$ cat src/include/ppcfg_pkg.sv
// Package for the port pin configuration block: register map, layouts, resets.
// Assumes a 32-bit APB register bus, byte addresses word aligned.
package ppcfg_pkg;

  // ==========================================================================
  // Register indices (printed offsets) and address width
  localparam logic [11:0] PPCFG_IDX_DIR   = 12'h25a;
  localparam logic [11:0] PPCFG_IDX_DRV   = 12'h25b;
  localparam logic [11:0] PPCFG_IDX_PULL  = 12'h25c;
  localparam logic [11:0] PPCFG_IDX_POL   = 12'h25d;
  localparam logic [11:0] PPCFG_IDX_IEN   = 12'h25e;
  localparam logic [11:0] PPCFG_IDX_FLAG  = 12'h25f;
  localparam logic [11:0] PPCFG_IDX_OVR   = 12'h260;
  localparam logic [11:0] PPCFG_IDX_STAT  = 12'h261;
  localparam int          PPCFG_ADDR_W    = 14;

  // ==========================================================================
  // Field positions and reset values
  localparam int         PPCFG_PIN_SHDN  = 7;
  localparam int         PPCFG_PIN_SER_A = 0;
  localparam int         PPCFG_PIN_SER_B = 2;
  localparam int         PPCFG_PIN_TMR_C = 1;
  localparam logic [7:0] PPCFG_RST_DIR   = 8'h00;
  localparam logic [7:0] PPCFG_RST_DRV   = 8'h00;
  localparam logic [7:0] PPCFG_RST_PULL  = 8'h00;
  localparam logic [7:0] PPCFG_RST_POL   = 8'h00;
  localparam logic [7:0] PPCFG_RST_IEN   = 8'h00;
  localparam logic [7:0] PPCFG_RST_FLAG  = 8'h00;

  // ==========================================================================
  // Per-pin pad controls carried together
  typedef struct packed {
    logic [7:0] out_en;
    logic [7:0] reduced;
    logic [7:0] pull_on;
    logic [7:0] pull_down;
  } ppcfg_pad_t;

  // Peripheral override requests
  typedef struct packed {
    logic [7:0] pwm_en;
    logic       pwm_shdn;
    logic [7:0] tmr_oc_en;
    logic [7:0] ser_en;
    logic [7:0] ser_out;
  } ppcfg_ovr_t;

endpackage : ppcfg_pkg

$ cat src/rtl/ppcfg_top.sv
// Port P pin configuration: direction, drive, pull, polarity, edge interrupts.
// Assumes an APB master on I_CORE_CLK; pins and peripheral requests arrive asynchronously.
// What this block does
// A direction bit of 1 makes its pin an output and 0 an input unless overridden.
// An enabled modulator channel forces its pin to output, except pin 7 while shutdown is enabled.
// Overrides never change the stored direction bits.
// With modulator shutdown enabled, pin 7 is forced to input.
// On pins 2 and 0 an enabled timer compare forces output when no modulator owns the pin.
// On pins 2 and 0 an enabled serial interface sets the direction when nothing else owns it.
// Pin 1 takes modulator, then timer, then its direction bit; serial has no effect.
// A drive bit of 1 selects reduced drive, 0 full drive.
// Drive selection applies to any owner and has no effect on an input.
// A pull-enable bit of 1 turns on the pull device with direction from polarity.
// An output pin never has its pull device applied.
// Polarity 1 means pull-down and rising edge, 0 pull-up and falling edge.
// All configuration registers are readable and writable at any time.
// Reset clears direction and drive registers.
// An active edge sets the pin flag; writing 1 clears it.
// The enable bit passes or masks each pin's edge interrupt.
// The effective direction after overrides gates pull and drive.
//
// Implementation choice: register access over APB.
module ppcfg_top
  import ppcfg_pkg::*;
#(
  parameter int NPINS = 8
) (
  input  wire logic                    I_CORE_CLK,
  input  wire logic                    I_SYS_RST,
  input  wire logic                    i_psel,
  input  wire logic                    i_penable,
  input  wire logic                    i_pwrite,
  input  wire logic [PPCFG_ADDR_W-1:0] i_paddr,
  input  wire logic [31:0]             i_pwdata,
  input  wire logic [3:0]              i_pstrb,
  output logic [31:0]                  o_prdata,
  output logic                         o_pready,
  output logic                         o_pslverr,
  input  wire logic [7:0]              i_pin,
  input  wire ppcfg_ovr_t              i_ovr,
  output ppcfg_pad_t                   o_pad,
  output logic                         o_irq
);

  // ==========================================================================
  // Elaboration check
  if (NPINS != 8) begin : g_bad_npins
    $error("ppcfg_top serves eight pins only");
  end

  logic [7:0] port_direction;
  logic [7:0] port_drive_strength;
  logic [7:0] port_pull_enable;
  logic [7:0] port_pull_and_edge_polarity;
  logic [7:0] port_edge_irq_enable;
  logic [7:0] port_edge_flag;
  logic [7:0] pin_s1;
  logic [7:0] pin_s2;
  logic [7:0] pin_d;
  ppcfg_ovr_t ovr_s1;
  ppcfg_ovr_t ovr_s2;
  logic [7:0] eff_out;
  logic [7:0] edge_hit;
  logic       acc;
  logic       wr;
  logic       rd;
  logic       hit;
  logic       lane0;
  logic [11:0] idx;

  // ==========================================================================
  // Input synchronisers
  always_ff @(posedge I_CORE_CLK or posedge I_SYS_RST) begin
    if (I_SYS_RST) begin
      pin_s1 <= 8'h00;
      pin_s2 <= 8'h00;
      pin_d  <= 8'h00;
      ovr_s1 <= '0;
      ovr_s2 <= '0;
    end else begin
      pin_s1 <= i_pin;
      pin_s2 <= pin_s1;
      pin_d  <= pin_s2;
      ovr_s1 <= i_ovr;
      ovr_s2 <= ovr_s1;
    end
  end

  // ==========================================================================
  // Effective direction per pin
  always_comb begin
    // direction bit default
    // stored bits untouched
    eff_out = port_direction;
    for (int p = 0; p < 8; p++) begin
      if ((p == PPCFG_PIN_SER_A) || (p == PPCFG_PIN_SER_B)) begin
        // serial claims pin
        if (ovr_s2.ser_en[p]) begin
          eff_out[p] = ovr_s2.ser_out[p];
        end
      end
      if ((p == PPCFG_PIN_SER_A) || (p == PPCFG_PIN_SER_B) || (p == PPCFG_PIN_TMR_C)) begin
        // timer compare output
        // pin 1 priority
        if (ovr_s2.tmr_oc_en[p]) begin
          eff_out[p] = 1'b1;
        end
      end
      // modulator forces output
      if (ovr_s2.pwm_en[p]) begin
        eff_out[p] = 1'b1;
      end
    end
    // shutdown forces input
    if (ovr_s2.pwm_shdn) begin
      eff_out[PPCFG_PIN_SHDN] = 1'b0;
    end
  end

  // ==========================================================================
  // APB decode
  // Write lands once, on the ready edge, and only at a mapped aligned word
  assign acc   = i_psel && i_penable;
  assign wr    = acc && i_pwrite && hit && o_pready;
  assign rd    = acc && !i_pwrite;
  assign lane0 = i_pstrb[0];
  assign idx   = i_paddr[PPCFG_ADDR_W-1:2];
  assign hit   = (i_paddr[1:0] == 2'b00) &&
                 (idx >= PPCFG_IDX_DIR) && (idx <= PPCFG_IDX_STAT);

  // configuration registers, any time
  // reset clears direction and drive
  always_ff @(posedge I_CORE_CLK or posedge I_SYS_RST) begin
    if (I_SYS_RST) begin
      port_direction              <= PPCFG_RST_DIR;
      port_drive_strength         <= PPCFG_RST_DRV;
      port_pull_enable            <= PPCFG_RST_PULL;
      port_pull_and_edge_polarity <= PPCFG_RST_POL;
      port_edge_irq_enable        <= PPCFG_RST_IEN;
    end else if (wr && lane0) begin
      unique case (idx)
        PPCFG_IDX_DIR:  port_direction              <= i_pwdata[7:0];
        PPCFG_IDX_DRV:  port_drive_strength         <= i_pwdata[7:0];
        PPCFG_IDX_PULL: port_pull_enable            <= i_pwdata[7:0];
        PPCFG_IDX_POL:  port_pull_and_edge_polarity <= i_pwdata[7:0];
        PPCFG_IDX_IEN:  port_edge_irq_enable        <= i_pwdata[7:0];
        default: ;
      endcase
    end
  end

  // ==========================================================================
  // Edge detection and sticky flags
  // polarity picks edge
  assign edge_hit = (port_pull_and_edge_polarity & pin_s2 & ~pin_d) |
                    (~port_pull_and_edge_polarity & ~pin_s2 & pin_d);

  // set wins over clear
  always_ff @(posedge I_CORE_CLK or posedge I_SYS_RST) begin
    if (I_SYS_RST) begin
      port_edge_flag <= PPCFG_RST_FLAG;
    end else if (wr && lane0 && (idx == PPCFG_IDX_FLAG)) begin
      port_edge_flag <= (port_edge_flag & ~i_pwdata[7:0]) | edge_hit;
    end else begin
      port_edge_flag <= port_edge_flag | edge_hit;
    end
  end

  // enable masks request
  always_ff @(posedge I_CORE_CLK or posedge I_SYS_RST) begin
    if (I_SYS_RST) begin
      o_irq <= 1'b0;
    end else begin
      o_irq <= |(port_edge_flag & port_edge_irq_enable);
    end
  end

  // ==========================================================================
  // Pad controls, registered
  always_ff @(posedge I_CORE_CLK or posedge I_SYS_RST) begin
    if (I_SYS_RST) begin
      o_pad <= '0;
    end else begin
      o_pad.out_en    <= eff_out;
      // reduced drive select
      // only while output
      o_pad.reduced   <= port_drive_strength & eff_out;
      // pull on inputs only
      o_pad.pull_on   <= port_pull_enable & ~eff_out;
      // pull direction
      o_pad.pull_down <= port_pull_and_edge_polarity;
    end
  end

  // ==========================================================================
  // APB answer: one wait state, ready on the access cycle's second edge
  always_ff @(posedge I_CORE_CLK or posedge I_SYS_RST) begin
    if (I_SYS_RST) begin
      o_pready  <= 1'b0;
      o_pslverr <= 1'b0;
      o_prdata  <= 32'h0000_0000;
    end else begin
      o_pready  <= acc && !o_pready;
      o_pslverr <= acc && !o_pready && !hit;
      o_prdata  <= 32'h0000_0000;
      if (rd && !o_pready && hit) begin
        unique case (idx)
          PPCFG_IDX_DIR:  o_prdata[7:0] <= port_direction;
          PPCFG_IDX_DRV:  o_prdata[7:0] <= port_drive_strength;
          PPCFG_IDX_PULL: o_prdata[7:0] <= port_pull_enable;
          PPCFG_IDX_POL:  o_prdata[7:0] <= port_pull_and_edge_polarity;
          PPCFG_IDX_IEN:  o_prdata[7:0] <= port_edge_irq_enable;
          PPCFG_IDX_FLAG: o_prdata[7:0] <= port_edge_flag;
          PPCFG_IDX_OVR:  o_prdata[7:0] <= eff_out;
          PPCFG_IDX_STAT: o_prdata[7:0] <= pin_s2;
          default: ;
        endcase
      end
    end
  end

endmodule : ppcfg_top

$ cat config.mk
export PLATFORM = sky130hd
export DESIGN_NAME = ppcfg_top
export DESIGN_NICKNAME = d
export VERILOG_FILES = /design/src/include/ppcfg_pkg.sv /design/src/rtl/ppcfg_top.sv
export SDC_FILE = /design/constraint.sdc
export NUM_CORES = 1
export LEC_CHECK = 0
export ABC_AREA = 0
export CAP_MARGIN = 20
export CORE_UTILIZATION = 50
export CTS_CLUSTER_DIAMETER = 30
export DETAILED_ROUTE_END_ITERATION = 10
export DONT_BUFFER_PORTS = 1
export SLEW_MARGIN = 20
export SYNTH_ARGS = -nofsm -noshare
export SYNTH_HDL_FRONTEND = slang
export SYNTH_SLANG_ARGS = --single-unit
$ cat constraint.sdc
create_clock -name I_CORE_CLK -period 6 [get_ports I_CORE_CLK]
set_input_delay 0.9 -clock I_CORE_CLK [delete_from_list [all_inputs] [get_ports I_CORE_CLK]]
set_output_delay 0.9 -clock I_CORE_CLK [all_outputs]
set_load 0.01 [all_outputs]
# After elaboration in Yosys (flattened, before gate mapping)
# Cells that the tools add are included.
[op_classes]
n_bitwise = 16
order_cmp = 2
reduce_logical = 23
n_eq_ne = 8
n_mux = 17
[ops]
columns = ["operator", "count"]
rows = [
  ["equality test 12 x 10 -> 1 bit (second input constant)", 8],
  ["bitwise AND 8 bit", 8],
  ["case mux 8 bit (8 select lines)", 1],
  ["inverter 8 bit", 5],
  ["bitwise OR 8 bit", 3],
  ["two-way mux 8 bit", 2],
  ["two-way mux 1 bit", 14],
  ["logical AND 1 bit", 13],
  [">= comparator 12 x 10 -> 1 bit (second input constant)", 1],
  ["less-or-equal comparator 12 x 10 -> 1 bit (second input constant)", 1],
  ["AND reduction 2 bit", 5],
  ["OR reduction 8 bit", 1],
  ["zero test 1 bit", 3],
  ["zero test 2 bit", 1],
]
[totals]
regBits = 151
wordCells = 93
input_bits = 96

# Logic depth before layout (Yosys ltp)
# Gate-level depths: netlist (run 1).
[logic_depth]
depth_word = 8
depth_mapped = 7
mapped_depth_nobuf = 5

# Least setup slack after synthesis (run 1)
# Ideal clock, no wire load.
[synth_path]
kind = "input-to-reg"
startpoint = "input i_paddr[4]"
endpoint = "register port_edge_irq_enable[0]"
path_slack_ns = 3.176
arrival_time_ns = 2.700
setup_ns = 0.125
n_path_buf = 1
path_stages = 6
path_cell_list = "buf_6 nor4b_4 a2bb2oi_2 or3_4 nor4_4 mux2_2"
[synth_via]
elab_chain_len = 7
word_cells_on_any_way = 9
classes_between = "order compare: 2; eq/ne: 1; reduce/logical: 6"
[synth_rtl]
columns = ["element", "line", "rtl"]
rows = [
  ["from (decl)", "ppcfg_top.sv:33", "input wire logic [PPCFG_ADDR_W-1:0] i_paddr,"],
  [">= comparator 12 x 10 -> 1 bit", "ppcfg_top.sv:129", "(idx >= PPCFG_IDX_DIR) && (idx <= PPCFG_IDX_STAT);"],
  ["logical AND 1 bit", "ppcfg_top.sv:128", "assign hit = (i_paddr[1:0] == 2'b00) &&"],
  ["logical AND 1 bit", "ppcfg_top.sv:129", ""],
  ["logical AND 1 bit (2 in series)", "ppcfg_top.sv:124", "assign wr = acc && i_pwrite && hit && o_pready;"],
  ["logical AND 1 bit", "ppcfg_top.sv:140", "end else if (wr && lane0) begin"],
  ["AND reduction 2 bit (no line) (*)", "-", ""],
  ["to (signal assigned)", "ppcfg_top.sv:146", "PPCFG_IDX_IEN: port_edge_irq_enable <= i_pwdata[7:0];"],
  ["to (decl)", "ppcfg_top.sv:55", "logic [7:0] port_edge_irq_enable;"],
]
# Mark *: on every way between the ends. The rest lies on a longest branch, timed or not.
# A chain may end at the register's enable or synchronous reset.

# Worst setup path after layout (run 1)
[layout_path]
startpoint = "input i_paddr[6]"
endpoint = "register port_pull_and_edge_polarity[3]"
[layout_via]
elab_chain_len = 7
word_cells_on_any_way = 9
classes_between = "order compare: 2; eq/ne: 1; reduce/logical: 6"
[layout_rtl]
columns = ["element", "line", "rtl"]
rows = [
  [">= comparator 12 x 10 -> 1 bit", "ppcfg_top.sv:129", ""],
  ["logical AND 1 bit", "ppcfg_top.sv:128", ""],
  ["logical AND 1 bit", "ppcfg_top.sv:129", ""],
  ["logical AND 1 bit (2 in series)", "ppcfg_top.sv:124", ""],
  ["logical AND 1 bit", "ppcfg_top.sv:140", ""],
  ["AND reduction 2 bit (no line) (*)", "-", ""],
  ["to (signal assigned)", "ppcfg_top.sv:145", "PPCFG_IDX_POL: port_pull_and_edge_polarity <= i_pwdata[7:0];"],
  ["to (decl)", "ppcfg_top.sv:54", "logic [7:0] port_pull_and_edge_polarity;"],
]
# Marked as above.

==> flow_metrics.env, run 1 <==
export IMPL_die_w_um=107
export IMPL_core_sq_mm=0.0105
export IMPL_finalHoldViolCount=0
export IMPL_hp_start="pin_s1[5]"
export IMPL_synth_compound_area_share_pct=5.97
export IMPL_cts_clk_slew_worst_paths_ns=0.06
export IMPL_synth_top_area_share_pct=66.7
export IMPL_grt_overflow=0
export IMPL_crit_arrival_ns=3.26
export IMPL_synth_seq_cells=147
export IMPL_num_antenna_cells=0
export IMPL_p_per_area_mw_per_mm2=335
export IMPL_htreeDepth=4
export IMPL_synth_top_family_by_area="multiplexers"
export IMPL_vias=3041
export IMPL_leakage_uw=0.00280
export IMPL_dieHeight_um=107
export IMPL_cts_root_buf="clkbuf_8"
export IMPL_grt_max_degree=82
export IMPL_ys_flop_type="dfrtp_1"
export IMPL_gp_congestion=0.764
export IMPL_synth_edf_count=0
export IMPL_yosys_warnings=0
export IMPL_postPlaceCellArea_sq_mm=0.00557
export IMPL_setup_tns_ns=0
export IMPL_holdWs_ns=0.345
export IMPL_met1_usage_pct=28.1
export IMPL_synth_mux_area_fraction_pct=12.0
export IMPL_intPower_uw=1630
export IMPL_pin_count=163
export IMPL_critPathKind="input port to flop"
export IMPL_reg2regPathDepth=5
export IMPL_met2_usage_pct=29.9
export IMPL_critPathSlowestCell="nor4_4"
export IMPL_avgSynthCellArea_sq_um=14.1
export IMPL_synth_area_leader_cell="dfrtp_1"
export IMPL_r2r_end="port_pull_and_edge_polarity[3]"
export IMPL_maxSlewViolCount=0
export IMPL_crit_chain="nor4b_4 -> a2bb2oi_2 -> nor4_4 -> and3_1 -> mux2_2"
export IMPL_hpwlAfterDp_um=6740
export IMPL_synth_cell_type_count=45
export IMPL_combPwrFrac_pct=2.5
export IMPL_grt_pass1_wl_um=17100
export IMPL_area_growth_syn_to_layout_pct=10.8
export IMPL_cts_inserted_buffers=17
export IMPL_crit_fanout=10
export IMPL_drt_pass1_iterations=4
export IMPL_synthTopCellsByArea="dfrtp_1 67%, mux2_2 9.4%, buf_4 3.3%, mux4_2 2.0%, nor2_1 2.0%"
export IMPL_rsz0062_at_grt="false"
export IMPL_antenna_found_initial=0
export IMPL_yosys_area_share_adder_pct=0
export IMPL_remaining_drc_errors=0
export IMPL_ant_nets=0
export IMPL_async_reset_ff_share_pct=100
export IMPL_drtIter0Drc=138
export IMPL_tightest_slew_ns=0.965
export IMPL_totalWireLength_um=10600
export IMPL_critPathCaptureType="flop"
export IMPL_ctsResizeCount=0
export IMPL_met3_usage_pct=6.93
export IMPL_wire_per_inst_um=19.4
export IMPL_yosysSeqAreaShare_pct=66.7
export IMPL_critPathLaunchType="input port"
export IMPL_grt_busiest_layer="met2"
export IMPL_start_util_pct=52.5
export IMPL_hold_class="flop to flop"
export IMPL_grtUsageTotal_pct=20.6
export IMPL_period_share_pct=47.6
export IMPL_cts_sinks=147
export IMPL_hold_buffers=0
export IMPL_p_switching_uw=419
export IMPL_postCtsSetupBuffers=0
export IMPL_period_needed_ns=2.85
export IMPL_final_util_pct=58.1
export IMPL_max_freq_mhz=350
export IMPL_drv_cap=0
export IMPL_synthXorXnorAreaFrac_pct=0
export IMPL_clkPwrFrac_pct=47.3
export IMPL_hold_path_cell_count=0
export IMPL_status="completed"
export IMPL_avgViaCountPerCell=5.56
export IMPL_hold_path_end="pin_s2[5]"
export IMPL_insertion_delay_ns=0.52
export IMPL_layout_drive_gt1_share_pct=22.9
export IMPL_fillers=845
export IMPL_r2r_start="o_pready"
export IMPL_fin_area_sq_mm=0.00611
export IMPL_pwr_share_seq_pct=50.2
export IMPL_power_uw=2050
export IMPL_crit_path_max_incr_delay_ns=0.69
export IMPL_io_buffer_count=0
export IMPL_cts_tree="done"
export IMPL_syn_area_sq_mm=0.00551
export IMPL_syn_inst=391
export IMPL_ir_drop_mv=0.224
export IMPL_fin_skew_ns=0.00553
export IMPL_grt_pass1_vias=3071
export IMPL_setup_viol=0
export IMPL_relSlewSlack_pct=35.3
export IMPL_nets=496
export IMPL_num_rows=37
export IMPL_synthSimpleGateAreaFrac_pct=10.6
export IMPL_cp_required_ns=6.41
export IMPL_dieArea_sq_mm=0.0115
export IMPL_sw_frac_of_total_pct=20.5
export IMPL_r2r_setup_slack_ns=3.39
export IMPL_clk_path_buf_depth=2
## registers in the layout, summed over array words and instances (netlist names), 8 cells and up
register	count
pin_d	8
o_prdata	8
port_direction	8
pin_s2	8
ovr_s2	16
o_pad	32
port_edge_flag	8
port_drive_strength	8
pin_s1	8
port_pull_enable	8
ovr_s1	16
port_pull_and_edge_polarity	8
port_edge_irq_enable	8
## through the flow
stage	worst slack, ns	instances
final	3.15	547
after global routing	3.01	547
after CTS	3.15	547
after detailed placement	2.60	517
after global placement	2.63	517
after floorplan	1.15	414
## critical path: cells and delay by family
kind               cells  cell delay, ns
and+or+nand+nor        3            1.78
AOI/OAI and AO/OA      1            0.17
muxes                  1            0.41
## synthesized netlist by cell type, types with 3 or more instances
cell type / n
inv_1: 7
buf_4: 24
o21ai_0: 4
a221o_1: 8
mux2_2: 46
a221oi_1: 3
nor2b_1: 6
and2_1: 9
and3_1: 3
clkbuf_1: 9
nand3_1: 12
nor3_1: 4
nor2_1: 29
mux4_2: 5
dfrtp_1: 147
mux2i_1: 3
or2_2: 4
a22oi_1: 11
nand2_1: 20
a21oi_1: 6
## cell type report
class / instances / area [sq um] / share of cell area [%]
clock buffer: 26 / 498 / 8.15
multi-input combinational: 224 / 1670 / 27.3
timing repair buffer: 2 / 15.0 / 0.246
sequential: 147 / 3680 / 60.2
clock inverter: 4 / 47.5 / 0.778
tap: 136 / 170 / 2.78
inverter: 8 / 35.0 / 0.573
## cells by family after synthesis
group	Yosys count
AOI/OAI and AO/OA	42
other	1
muxes	54
and+or+nand+nor	104
buffers and inverters	43
DFF	147
## power by group through the flow
stage | clock network, uW | registers (uW) | logic (uW)
4_1_cts | 990 | 1030 | 53.0
3_3_place_gp | 0 | 1040 | 52.0
2_1_floorplan | 0 | 1040 | 58.8
6_report | 968 | 1030 | 51.2
5_1_grt | 1030 | 1030 | 59.4
3_5_place_dp | 0 | 1040 | 52.9
## cells in the final DEF (no fill, tap or decap), types with 2 or more instances in the layout
| cell type | Yosys | final |
|---|---|---|
| mux4_2 | 5 | 5 |
| and3_1 | 3 | 3 |
| and2_1 | 9 | 9 |
| or4b_2 | 2 | 2 |
| buf_4 | 24 | 2 |
| clkbuf_1 | 9 | 4 |
| inv_1 | 7 | 6 |
| nand3b_1 | 2 | 2 |
| a221oi_1 | 3 | 3 |
| or2_2 | 4 | 4 |
| o21ai_0 | 4 | 4 |
| a21oi_1 | 6 | 6 |
| clkbuf_8 | 0 | 6 |
| nand4_1 | 2 | 2 |
| clkinv_2 | 0 | 2 |
| a31oi_1 | 2 | 2 |
| nand3_1 | 12 | 12 |
| a22o_1 | 2 | 2 |
| a221o_1 | 8 | 8 |
| mux2_2 | 46 | 46 |
| nand2_1 | 20 | 20 |
| conb_1 | 1 | 24 |
| nor3_1 | 4 | 3 |
| a22oi_1 | 11 | 11 |
| nor2_1 | 29 | 29 |
| dfrtp_1 | 147 | 147 |
| nor4_4 | 2 | 2 |
| mux2i_1 | 3 | 3 |
| clkbuf_16 | 0 | 16 |
| nor2b_1 | 6 | 6 |
## how the worst max path moves through the flow
stage                start                             end  slack (ns)
2_1_floorplan    I_SYS_RST                           o_irq        1.15
3_3_place_gp    i_paddr[6]  port_pull_and_edge_polarity[6]        2.63
3_5_place_dp    i_paddr[6]  port_pull_and_edge_polarity[3]        2.60
4_1_cts         i_paddr[6]  port_pull_and_edge_polarity[3]        3.15
5_1_grt        i_paddr[13]  port_pull_and_edge_polarity[6]        3.01
6_report        i_paddr[6]  port_pull_and_edge_polarity[3]        3.15
## metal layers
metal / wire, um / up-vias
met4: 259 / 0
met1: 4730 / 1543
met2: 4920 / 126
met5: 0 / -
met3: 696 / 26
li1: - / 1346
(Power assumes the default switching activity.)
==> run 2, diff against run 1 <==
--- a/config.mk
+++ b/config.mk
@@ -11,6 +11,7 @@
 export CTS_CLUSTER_DIAMETER = 30
 export DETAILED_ROUTE_END_ITERATION = 10
 export DONT_BUFFER_PORTS = 1
+export PLACE_DENSITY = 0.68
 export SLEW_MARGIN = 20
 export SYNTH_ARGS = -nofsm -noshare
 export SYNTH_HDL_FRONTEND = slang
==> constraint.sdc (replaced) <==
create_clock -name I_CORE_CLK -period 2.4 [get_ports I_CORE_CLK]
set_input_delay 0.36 -clock I_CORE_CLK [delete_from_list [all_inputs] [get_ports I_CORE_CLK]]
set_output_delay 0.36 -clock I_CORE_CLK [all_outputs]
set_load 0.01 [all_outputs]
==> run 2 against run 1 <==
  * Combinational power grew to 3.7 times the previous value
  * Largest cell class unchanged
  * Sequential share of layout area fell by 4.4 points
  * Cell area rose by 7.8%
  * Die area unchanged
  * Global-route usage up 1.3 points
  * Critical path depth rose by 1
  * Final cell count grew 9.7%
  * Critical endpoint is now o_prdata[0]
  * Routed wire length is 6.8% higher
  * Largest power group unchanged
==> flow_metrics.env, run 2 (synthesis results as in run 1) <==
export IMPL_grt_max_degree=148
export IMPL_layout_common_cells="147 x dfrtp_1, 46 x mux2_2, 36 x dlygate4sd3_1"
export IMPL_wire_per_inst_um=18.9
export IMPL_die_w_um=107
export IMPL_cts_root_buf="clkbuf_8"
export IMPL_start_util_pct=52.5
export IMPL_period_share_pct=95.2
export IMPL_grt_pass1_wl_um=18100
export IMPL_reg2regPathDepth=6
export IMPL_cp_required_ns=2.83
export IMPL_drt_met1_wl_um=4770
export IMPL_num_rows=37
export IMPL_status="completed"
export IMPL_cts_sinks=147
export IMPL_crit_arrival_ns=2.72
export IMPL_critPathKind="input port to flop"
export IMPL_gp_congestion=0.783
export IMPL_area_growth_syn_to_layout_pct=19.5
export IMPL_drtIter0Drc=227
export IMPL_reg_top3="o_pad (32), ovr_s1 (16), ovr_s2 (16)"
export IMPL_clk_path_buf_depth=2
export IMPL_leakage_uw=0.00303
export IMPL_ant_nets=0
export IMPL_top_layer_used="met4"
export IMPL_crit_chain="dlygate4sd3_1 -> nand2_1 -> dlygate4sd3_1 -> nor2_1 -> or4b_2 -> a31oi_1"
export IMPL_r2r_setup_slack_ns=0.30
export IMPL_maxSlewViolCount=0
export IMPL_power_uw=5130
export IMPL_io_buffer_count=0
export IMPL_max_freq_mhz=438
export IMPL_layout_drive_gt1_share_pct=23.5
export IMPL_remaining_drc_errors=0
export IMPL_crit_top_cell="dlygate4sd3_1"
export IMPL_crit_fanout=8
export IMPL_intPower_uw=4080
export IMPL_ir_drop_mv=0.520
export IMPL_drt_pass1_iterations=4
export IMPL_ctsResizeCount=0
export IMPL_tightest_slew_ns=0.816
export IMPL_largest_reg_flops=32
export IMPL_cts_tree="done"
export IMPL_num_antenna_cells=0
export IMPL_r2r_start="o_pready"
export IMPL_setup_viol=0
export IMPL_hold_path_cell_count=2
export IMPL_period_needed_ns=2.29
export IMPL_worst_slack_ns=0.115
export IMPL_fillers=785
export IMPL_final_common_cell="dfrtp_1"
export IMPL_p_switching_uw=1040
export IMPL_pwr_share_seq_pct=50.0
export IMPL_combPwrFrac_pct=3.7
export IMPL_largest_register="o_pad"
export IMPL_htreeDepth=4
export IMPL_setup_tns_ns=0
export IMPL_hp_start="i_paddr[2]"
export IMPL_drv_cap=0
export IMPL_nets=548
export IMPL_dr_wl_met3_um=925
export IMPL_hold_path_end="o_prdata[0]"
export IMPL_crit_path_max_incr_delay_ns=0.81
export IMPL_avgViaCountPerCell=5.50
export IMPL_core_sq_mm=0.0105
export IMPL_critPathSlowestCell="or4b_2"
export IMPL_dr_wl_met2_um=5420
export IMPL_grt_pass1_vias=3445
export IMPL_p_per_area_mw_per_mm2=778
export IMPL_critPathCaptureType="flop"
export IMPL_totalWireLength_um=11300
export IMPL_rsz0062_at_grt="false"
export IMPL_postCtsSetupBuffers=0
export IMPL_grtUsageTotal_pct=21.9
export IMPL_postPlaceCellArea_sq_mm=0.00569
export IMPL_cts_inserted_buffers=17
export IMPL_hpwlAfterDp_um=7180
export IMPL_relSlewSlack_pct=45.6
export IMPL_antenna_found_initial=0
export IMPL_fin_skew_ns=0.00745
export IMPL_r2r_end="port_edge_irq_enable[0]"
export IMPL_hold_class="input port to flop"
export IMPL_vias=3297
export IMPL_pin_count=163
export IMPL_sw_frac_of_total_pct=20.4
export IMPL_hold_buffers=36
export IMPL_cts_clk_slew_worst_paths_ns=0.06
export IMPL_grt_overflow=0
export IMPL_dieArea_sq_mm=0.0115
export IMPL_insertion_delay_ns=0.52
export IMPL_finalHoldViolCount=0
export IMPL_critPathLaunchType="input port"
export IMPL_dieHeight_um=107
export IMPL_fin_area_sq_mm=0.00659
export IMPL_clkPwrFrac_pct=46.3
export IMPL_dp_slack_ns=0.126
[run 2: cell count changes in the layout (fill, tap and decap cells not counted), sizes merged]
cell,before,now
clkinv,2,4
buf,2,18
dlygate4sd3,0,36
inv,8,7
[run 2: how the worst max path moves through the flow]
| stage | start | end | slack [ns] | depth (start not counted) |
|---|---|---|---|---|
| 2_1_floorplan | i_paddr[4] | port_edge_irq_enable[0] | 0.12 | 6 |
| 3_3_place_gp | i_paddr[13] | port_pull_enable[4] | 0.17 | 7 |
| 3_5_place_dp | i_paddr[13] | port_pull_and_edge_polarity[3] | 0.13 | 7 |
| 4_1_cts | i_penable | o_prdata[0] | 0.15 | 6 |
| 5_1_grt | i_penable | o_prdata[0] | 0.04 | 6 |
| 6_report | i_penable | o_prdata[0] | 0.11 | 6 |
[run 2: power groups by stage]
stage / combinational, uW / clock (uW) / sequential, uW
after global routing: 211 / 2540 / 2570
final: 189 / 2370 / 2570
after global placement: 133 / 0 / 2610
after detailed placement: 136 / 0 / 2610
after CTS: 192 / 2430 / 2570
after floorplan: 147 / 0 / 2600
[run 2: cell type report]
type / count / area [sq um] / area share, %
clock buffer: 26 / 488 / 7.40
tap: 136 / 170 / 2.58
clock inverter: 5 / 50.0 / 0.759
inverter: 8 / 33.8 / 0.513
multi-input combinational: 224 / 1660 / 25.2
timing repair buffer: 54 / 508 / 7.71
sequential: 147 / 3680 / 55.8
[run 2: metrics by stage]
stage | util, % | cells | hold slack [ns]
2_1_floorplan | - | 414 | 0.331
3_5_place_dp | 54.2 | 533 | 0.335
6_report | 62.7 | 600 | 0.0532
5_1_grt | 62.7 | 600 | 0.0517
4_1_cts | 62.7 | 600 | 0.0278
3_3_place_gp | 54.2 | 533 | 0.333
[run 2: layer usage]
metal | GRT usage [%] | up-vias
met2 | 33.5 | 150
met3 | 6.32 | 21
met1 | 29.2 | 1674
met5 | 0 | -
met4 | 9.49 | 0
li1 | - | 1452
[run 2: worst max-delay path, delay by kind of cell]
family | cells | cell delay [ns]
and+or+nand+nor | 3 | 1.02
AOI/OAI and AO/OA | 1 | 0.25
buffers and inverters | 2 | 1.09
